### src/irq_ctrl_map.vh
// register map, field positions, reset values and timing counts of the interrupt controller
`ifndef IRQ_CTRL_MAP_VH
`define IRQ_CTRL_MAP_VH

// apb byte offsets, one aligned word each
`define PRIMARY_EN_OFS   12'h000
`define EXT_EN_ONE_OFS   12'h004
`define EXT_EN_TWO_OFS   12'h008
`define PRIORITY_OFS     12'h00c
`define PEND_SET_OFS     12'h010
`define PEND_CLR_OFS     12'h014
`define STATUS_OFS       12'h018

// field positions
`define GLOBAL_EN_BIT    7
`define PRIMARY_SRC_CNT  7
`define EXT_ONE_SRC_CNT  8
`define EXT_TWO_SRC_CNT  2

// reset values
`define ENABLE_RST       8'h00
`define PRIORITY_RST     32'h0000_0000
`define PENDING_RST      32'h0000_0000

// vector table: base address and spacing between vectors
`define VEC_BASE         16'h0003
`define VEC_STEP         16'h0008

// timing counts in system clock cycles
`define DETECT_CYCLES    1
`define CALL_CYCLES      3'h5

`endif

### src/irq_ctrl.v
// two-level interrupt controller with apb register access and core sequencing handshake
//
// The APB register port and the placing of the registers were chosen for this implementation.
`timescale 1ns/1ps
`default_nettype none
`include "irq_ctrl_map.vh"

// interface summary:
// - apb answers every transfer with exactly one access cycle, no extra waits
// - read data is captured in the setup cycle and stands with pready
// - src_event bits need no synchroniser, the sources run on this same clock
// - a request reaches irq_req two cycles after its flag is set
// - irq_take pulses one cycle after the accepting instruction boundary,
//   and irq_call_busy then stands for the five cycles of the long_call
// - irq_vector and irq_level_hi hold until the next accepted request
// - clk_en low freezes every register, the apb answer included
// - limitation: at most 17 sources, the width of the three enable registers

module irq_ctrl #(
    parameter        N_SRC   = 17,               // number of sources, at most 17
    parameter [31:0] AUTOCLR = 32'h0000_000f     // flags cleared by hardware on vectoring
) (
    input  wire        pclk,            // system clock
    input  wire        presetn,         // asynchronous reset, active low
    input  wire        clk_en,          // freezes all state while low
    input  wire        psel,            // apb select
    input  wire        penable,         // apb access phase
    input  wire        pwrite,          // apb direction
    input  wire [11:0] paddr,           // apb byte address
    input  wire [31:0] pwdata,          // apb write data
    output reg  [31:0] prdata,          // apb read data
    output reg         pready,          // apb ready
    output reg         pslverr,         // apb error on unmapped address
    input  wire [N_SRC-1:0] src_event,  // one-cycle valid interrupt conditions
    input  wire        instr_boundary,  // core finishes an instruction this cycle
    input  wire        next_multi,      // the following instruction is multi-cycle
    input  wire        return_done,     // core completed return_from_interrupt
    output reg         irq_req,         // request toward the core
    output reg         irq_take,        // pulse: request accepted, long_call starts
    output reg         irq_call_busy,   // long_call in progress
    output reg  [15:0] irq_vector,      // vector of the accepted source
    output reg         irq_level_hi,    // accepted request is high priority
    output reg  [1:0]  in_service       // bit1 high, bit0 low level routine running
);

    localparam IW = 5;                         // source index width
    // reset images as full words, cut to the source count where they are used
    localparam [31:0] PRIO_RST_W = `PRIORITY_RST;   // all sources low level
    localparam [31:0] PEND_RST_W = `PENDING_RST;    // nothing pending

    // register state
    // every flop below is frozen by clk_en and cleared by presetn
    reg [7:0]       primary_irq_enable_reg_r;  // bit7 global, bits 6:0 sources 0..6
    reg [7:0]       extended_enable_reg_one_r; // sources 7..14
    reg [7:0]       extended_enable_reg_two_r; // sources 15..16
    reg [N_SRC-1:0] prio_r;                    // one = high level
    reg [N_SRC-1:0] pend_r;                    // pending flags
    reg             req_r;                     // registered request
    reg [IW-1:0]    sel_r;                     // registered winner index
    reg             sel_hi_r;                  // registered winner level
    reg             ret_block_r;               // one instruction must run after return
    reg [2:0]       call_cnt_r;                // long_call cycle counter
    reg [1:0]       insvc_r;                   // running levels

    // combinational helpers
    // these settle within the cycle and are never read as state
    reg  [N_SRC-1:0] pend_nxt;
    reg  [N_SRC-1:0] auto_clr;
    reg  [N_SRC-1:0] sw_set;
    reg  [N_SRC-1:0] sw_clr;
    reg  [IW-1:0]    win_idx;
    reg              win_hi;
    reg              win_any;
    reg  [31:0]      rd_data;
    reg              rd_hit;
    integer          i;

    // the three enable registers pack into one vector, source 0 at bit 0
    wire [16:0] en_all = {extended_enable_reg_two_r[`EXT_TWO_SRC_CNT-1:0],
                          extended_enable_reg_one_r,
                          primary_irq_enable_reg_r[`PRIMARY_SRC_CNT-1:0]};
    wire global_irq_enable = primary_irq_enable_reg_r[`GLOBAL_EN_BIT];
    // global gate over individual enables
    wire [N_SRC-1:0] live = pend_r & en_all[N_SRC-1:0]
                            & {N_SRC{global_irq_enable}};

    wire apb_acc = psel & penable & pready;    // transfer completes this edge
    wire apb_wr  = apb_acc & pwrite;
    wire call_go = (call_cnt_r != 3'h0);

    // a winner may start only if nothing runs, or it is high and only low runs
    wire level_ok = (insvc_r == 2'b00) | (sel_hi_r & ~insvc_r[1]);
    // a stale request from a just-cleared enable survives only before a short instruction
    wire late_ok  = win_any | ~next_multi;
    // a call in progress or a pending return block holds off every take
    wire take_now = instr_boundary & req_r & level_ok & late_ok
                    & ~ret_block_r & ~call_go;

    // priority decode: high level beats low, lower index wins within a level
    // the loops run downwards so the last hit, the lowest index, is kept;
    // the high loop runs second and overrides any low winner
    always @* begin
        win_idx = {IW{1'b0}};
        win_hi  = 1'b0;
        win_any = 1'b0;
        for (i = N_SRC - 1; i >= 0; i = i - 1) begin
            if (live[i] && !prio_r[i] && !win_hi) begin
                win_idx = i[IW-1:0];
                win_any = 1'b1;
            end
        end
        for (i = N_SRC - 1; i >= 0; i = i - 1) begin
            if (live[i] && prio_r[i]) begin
                win_idx = i[IW-1:0];
                win_hi  = 1'b1;
                win_any = 1'b1;
            end
        end
    end

    // pending flag next state; a set always wins over any clear in the same cycle
    // software write-one-to-clear and the hardware clear on vectoring share one path,
    // so a condition arriving while the flag is cleared is never lost
    always @* begin
        sw_set   = {N_SRC{1'b0}};
        sw_clr   = {N_SRC{1'b0}};
        auto_clr = {N_SRC{1'b0}};
        if (apb_wr && paddr == `PEND_SET_OFS) begin
            sw_set = pwdata[N_SRC-1:0];
        end
        if (apb_wr && paddr == `PEND_CLR_OFS) begin
            sw_clr = pwdata[N_SRC-1:0];
        end
        if (take_now) begin
            auto_clr[sel_r] = AUTOCLR[sel_r];
        end
        // hardware sets ignore enables entirely
        pend_nxt = (pend_r & ~(sw_clr | auto_clr)) | src_event | sw_set;
    end

    // read mux; unmapped addresses answer with an error
    // both pending offsets read the same flags, so software can check a set or clear
    // status bit 1 is spare and reads zero
    always @* begin
        rd_data = 32'h0000_0000;
        rd_hit  = 1'b1;
        case (paddr)
            `PRIMARY_EN_OFS: rd_data[7:0] = primary_irq_enable_reg_r;
            `EXT_EN_ONE_OFS: rd_data[7:0] = extended_enable_reg_one_r;
            `EXT_EN_TWO_OFS: rd_data[7:0] = extended_enable_reg_two_r;
            `PRIORITY_OFS:   rd_data[N_SRC-1:0] = prio_r;
            `PEND_SET_OFS:   rd_data[N_SRC-1:0] = pend_r;
            `PEND_CLR_OFS:   rd_data[N_SRC-1:0] = pend_r;
            `STATUS_OFS:     rd_data[12:0] = {insvc_r, sel_hi_r, sel_r, call_go,
                                              ret_block_r, req_r, 1'b0, global_irq_enable};
            default:         rd_hit = 1'b0;
        endcase
    end

    // apb slave: ready one cycle after setup, data and error registered with it
    // trade-off: read data is taken at setup, so a flag set in the access cycle
    // shows on the next read rather than this one
    always @(posedge pclk or negedge presetn) begin
        if (!presetn) begin
            pready  <= 1'b0;
            prdata  <= 32'h0000_0000;
            pslverr <= 1'b0;
        end else if (clk_en) begin
            pready  <= psel & ~penable;
            pslverr <= psel & ~penable & ~rd_hit;
            if (psel && !penable && !pwrite) begin
                prdata <= rd_data;
            end
        end
    end

    // software-visible registers; enables clear to zero so nothing fires early
    // an enable cleared here stops new winners at once; a request already in the
    // detection stage may still be taken before a single-cycle instruction
    always @(posedge pclk or negedge presetn) begin
        if (!presetn) begin
            primary_irq_enable_reg_r  <= `ENABLE_RST;
            extended_enable_reg_one_r <= `ENABLE_RST;
            extended_enable_reg_two_r <= `ENABLE_RST;
            prio_r                    <= PRIO_RST_W[N_SRC-1:0]; // low is the default
            pend_r                    <= PEND_RST_W[N_SRC-1:0];
        end else if (clk_en) begin
            pend_r <= pend_nxt;
            if (apb_wr) begin
                case (paddr)
                    `PRIMARY_EN_OFS: primary_irq_enable_reg_r  <= pwdata[7:0];
                    `EXT_EN_ONE_OFS: extended_enable_reg_one_r <= pwdata[7:0];
                    `EXT_EN_TWO_OFS: extended_enable_reg_two_r <= pwdata[7:0];
                    `PRIORITY_OFS:   prio_r <= pwdata[N_SRC-1:0];
                    default: ;
                endcase
            end
        end
    end

    // detection stage: the request is sampled and decoded every cycle, one cycle late
    // the registered winner is what gets vectored, so the decode and the take never
    // disagree even when a flag changes in the take cycle
    always @(posedge pclk or negedge presetn) begin
        if (!presetn) begin
            req_r    <= 1'b0;
            sel_r    <= {IW{1'b0}};
            sel_hi_r <= 1'b0;
        end else if (clk_en) begin
            req_r <= win_any;
            // keep the last winner while a stale request may still be taken
            if (win_any) begin
                sel_r    <= win_idx;
                sel_hi_r <= win_hi;
            end
        end
    end

    // sequencing: in-service levels, long_call timing and the post-return block
    // the block after a return makes one instruction run before any re-entry
    always @(posedge pclk or negedge presetn) begin
        if (!presetn) begin
            insvc_r     <= 2'b00;
            call_cnt_r  <= 3'h0;
            ret_block_r <= 1'b0;
        end else if (clk_en) begin
            // long_call occupies a fixed number of cycles
            if (take_now) begin
                call_cnt_r <= `CALL_CYCLES;
            end else if (call_go) begin
                call_cnt_r <= call_cnt_r - 3'h1;
            end
            // return pops the most recent level, then one instruction must run
            if (return_done) begin
                ret_block_r <= 1'b1;
            end else if (instr_boundary) begin
                ret_block_r <= 1'b0;
            end
            // the return pops first so that a take in the same cycle is not lost
            if (return_done) begin
                if (insvc_r[1]) begin
                    insvc_r[1] <= 1'b0;          // high level ends first
                end else begin
                    insvc_r[0] <= 1'b0;          // otherwise the low level ends
                end
            end
            // a take marks its level; the later assignment wins on a shared bit
            if (take_now) begin
                if (sel_hi_r) begin
                    insvc_r[1] <= 1'b1;
                end else begin
                    insvc_r[0] <= 1'b1;
                end
            end
        end
    end

    // core-facing outputs, all registered
    // registering costs one cycle on every core signal but keeps them glitch free
    always @(posedge pclk or negedge presetn) begin
        if (!presetn) begin
            irq_req       <= 1'b0;
            irq_take      <= 1'b0;
            irq_call_busy <= 1'b0;
            irq_vector    <= 16'h0000;
            irq_level_hi  <= 1'b0;
            in_service    <= 2'b00;
        end else if (clk_en) begin
            irq_req       <= req_r & level_ok;
            irq_take      <= take_now;
            irq_call_busy <= take_now | (call_cnt_r > 3'h1);
            in_service    <= insvc_r;
            if (take_now) begin
                // fixed vector per source, evenly spaced
                // the spacing is a power of two, so a shift replaces a table
                irq_vector   <= `VEC_BASE + ({11'h000, sel_r} << 3);
                irq_level_hi <= sel_hi_r;
            end
        end
    end

endmodule // irq_ctrl

`default_nettype wire

### config.mk
export PLATFORM = sky130hd
export DESIGN_NAME = irq_ctrl
export DESIGN_NICKNAME = d
export VERILOG_FILES = /design/src/irq_ctrl.v
export VERILOG_INCLUDE_DIRS = /design/src
export SDC_FILE = /design/constraint.sdc
export NUM_CORES = 1
export LEC_CHECK = 0
export BUFFER_PORTS_ARGS = -buffer_cell sky130_fd_sc_hd__buf_2
export CELL_PAD_IN_SITES_DETAIL_PLACEMENT = 1
export CELL_PAD_IN_SITES_GLOBAL_PLACEMENT = 1
export CORE_MARGIN = 5
export CORE_UTILIZATION = 42
export CTS_CLUSTER_DIAMETER = 60
export DETAILED_ROUTE_END_ITERATION = 7
export PLACE_DENSITY = 0.8
export SLEW_MARGIN = 20
export SYNTH_ARGS = -nofsm -noshare
export SYNTH_HDL_FRONTEND = slang
export SYNTH_SLANG_ARGS = --single-unit
### constraint.sdc
create_clock -name pclk -period 2.55 [get_ports pclk]
set_input_delay 0.51 -clock pclk [delete_from_list [all_inputs] [get_ports pclk]]
set_output_delay 0.51 -clock pclk [all_outputs]
set_load 0.02 [all_outputs]
==> summary.txt <==
Finish
  • Leading cell type in the layout, fill and taps excluded: sky130_fd_sc_hd__dfrtp_1
  • Highest-count cells in the layout ignoring fill and taps: sky130_fd_sc_hd__dfrtp_1, sky130_fd_sc_hd__buf_2, sky130_fd_sc_hd__nand2_1, sky130_fd_sc_hd__mux2_2, sky130_fd_sc_hd__buf_4
  • Syn-to-layout area delta: 19.1%
  • Net count, final: around 700
  • Proportion of layout cells with a drive suffix above 1: between 30 and 40%
  • Cell area after layout: between 6000 and 7000 µm²
  • Final-layout fill cell count: roughly 1.5k
  • Count of antenna diodes in the layout: 0
  • Flip-flop and latch area: approximately 2600 µm²
  • Area occupied by multi-input gates: around 2800 µm²

Die
  • Floorplan die width: about 130 µm
  • Total number of placement rows: 42
  • DIE HEIGHT: around 130 µm
  • Starting density of the core: between 40% and 50%
  • Die ar.: 15800 µm²
  • Area of the core: ~13000 µm²
  • Number of I/O pins: 126

Setup path
  • Cell family with most CP delay: simple AND/OR/NAND/NOR gates
  • Data arrival time of the critical path: around 2700 ps
  • Startpoint types: register
  • CP peak stage delay: 420 ps
  • Ordered list of cells on the worst path: buf_12, and4b_1, nand4b_1, nor4_4, nand4b_4, o211a_4, and2_4, mux2_4
  • Crit end category: register
  • Worst Path Required: around 2800 ps
  • CP max FO: 19
  • CP Buf/Inv Count: 1
  • Cell type of the slowest stage on the worst timing path: sky130_fd_sc_hd__dfrtp_1
  • Worst Path Class, Setup: reg -> reg

Routing
  • Post-Route WL: 17600 µm
  • Wire length per cell: 21.4 µm
  • Post-route DRC: 0
  • Vias: about 4.8k
  • Remaining antenna violation count after routing: 0
  • Number of DRC violations after detailed-routing iteration 0: between 300 and 400
  • Router iterations before antenna repair: 5
  • Drt via density: approximately 5.8

Clock tree
  • Hold buffers post-CTS: 0
  • Number of buffers inserted during clock tree synthesis: 9
  • CTS clk-pin slew, worst paths: roughly 80 ps
  • Clock buffer depth: 2
  • Worst skew pair latency: between 300 and 400 ps
  • CTS tree: built
  • H-tree depth: 3
  • CTS sink count: 102
  • Master cell of the clock root buffer: sky130_fd_sc_hd__clkbuf_16

Synthesis
  • Fraction of registers with async set or reset after synthesis: between 90% and 100%
  • Count of flip-flops with a built-in enable after synthesis: 0
  • Ys flop type: sky130_fd_sc_hd__dfrtp_1
  • Synth Register Bits: between 100 and 150
  • Yosys synthesis warning count: 0
  • Number of instances in the synthesized netlist: around 540
  • Count of unique library cells instantiated by Yosys: a little under 60
  • Mean post-synth cell area: approximately 10 µm²
  • Sequential element share of the synthesized area: between 40% and 50%
  • Summed instance area of the synthesized netlist: ~5600 µm²

STA
  • Max-slew violation count: 0
  • Maximum clock rate: 0.400 GHz
  • Tightest slew margin relative to the limit: about half
  • Period utilisation layout: 98.0%
  • Hold Vio Cnt, Final: 0
  • Final hold slack: about 130 ps
  • Fin Clk Skew: ~10 ps
  • Post-layout min period: between 2000 and 2500 ps
  • Setup violations, final: 0
  • Pin slew with the least headroom to its limit: about 720 ps

Global routing
  • Pin count of the biggest net entering global routing: 48
  • Top Usage Layer GRT: met2
  • Global Route met1 Usage: between 20% and 30%
  • First-pass GRT wire length: around 28000 µm
  • Initial antenna violation count: 0
  • Met2 Track Usage GR: a little over a third
  • Total routing resource utilization after global routing: a little under a quarter
  • Overall overflow remaining after global route: 0
  • Met3 demand-to-capacity share in global routing: 5.07%
  • Via count of the first global-routing pass: a little over 5k

Power and ir drop
  • Leakage power: about 3.3 nW
  • Total design power: about 3.6 mW
  • Ratio of total power to cell area: around 550 nW/µm²
  • Peak VDD IR: between 0.3 and 0.4 mV

Placement
  • Count of input and output buffers: 86
  • HPWL after detailed placement: 13200 µm
  • Final estimated routing congestion in global placement: 0.975
  • Area post-placement: 6340 µm²

Run
  • Maximum Capacitance Violations: 0

Outcome
  • Run status: finished clean

Hold path
  • Type of the tightest min-delay check: in -> async
worst paths after layout:
check / startpoint / endpoint / slack (ps) / depth (start not counted)
setup / recovery: primary_irq_enable_reg_r[7] / irq_vector[6] / 50 / 8
hold / removal: presetn / irq_req / 130 / 1
setup reg to reg: primary_irq_enable_reg_r[7] / irq_vector[6] / 50 / 8
hold reg to reg: irq_vector[1] / irq_vector[1] / 490 / 1
max in group asynchronous: presetn / prdata[14] / 1780 / 2
min in group pclk: pwdata[14] / prio_r[14] / 420 / 2
routing by layer:
layer,up-vias,part of all wire (%)
met2,139,49
met1,2416,43
met3,38,5.8
met5,-,0
li1,2169,-
met4,0,2.5
cells by family (layout without fill, tap and decap cells):
family / after synthesis / count (layout) / share of synthesized area (%)
AND/OR/NAND/NOR: 164 / 164 / 16.7
AO/OA/AOI/OAI: 128 / 128 / 16.4
flip-flops: 102 / 102 / 45.5
buffers and inverters: 70 / 158 / 6.83
multiplexers: 69 / 69 / 13.9
adder cells (fa/ha/maj): 3 / 3 / 0.669
other: 1 / 24 / 0.0669
state kept, by name, indices dropped and copies added (netlist names), 3 cells and up:
register,cells
call_cnt_r,3
primary_irq_enable_reg_r,8
prdata,17
pend_r,17
sel_r,5
extended_enable_reg_one_r,8
extended_enable_reg_two_r,8
prio_r,17
irq_vector,6
where the power goes:
part,internal [mW],total (mW),switching (mW)
sequential,1.69,1.74,0.0463
combinational,0.176,0.511,0.335
clock,0.756,1.39,0.635
layout make-up:
class,instances,area share (%)
multi-input combinational,388,41.8
sequential,102,38.2
timing repair buffer,124,11.3
clock buffer,9,3.37
tap,176,3.30
inverter,19,1.07
clock inverter,6,0.937
per-stage QoR:
stage               std cells  utilization (%)  setup WS (ps)  TNS (ps)
global route              824             50.6          -25.8      -130
global placement          806             48.1            121         0
floorplan                 560                -            216         0
finish                    824             50.6           51.4         0
detailed placement        806             48.1           41.7         0
CTS                       821             50.3           10.6         0
synthesized netlist by cell type, types with 13 or more instances:
master                     count  area [µm²]
sky130_fd_sc_hd__nand2_1      53         199
sky130_fd_sc_hd__nor2_1       30         113
sky130_fd_sc_hd__mux2_2       46         518
sky130_fd_sc_hd__mux2i_1      17         170
sky130_fd_sc_hd__a21oi_1      34         170
sky130_fd_sc_hd__buf_4        25         188
sky130_fd_sc_hd__a21o_1       13        97.6
sky130_fd_sc_hd__inv_1        19        71.3
sky130_fd_sc_hd__a22o_1       16         140
sky130_fd_sc_hd__dfrtp_1     102        2550
sky130_fd_sc_hd__nand4_1      21         131
sky130_fd_sc_hd__clkbuf_1     15        56.3
repair_timing:
item | in CTS | in global routing
endpoints found under the setup margin | 0 | 7
setup buffers | 0 | 3
resized for setup | 0 | 3
Power figures use the tool's default switching activity.
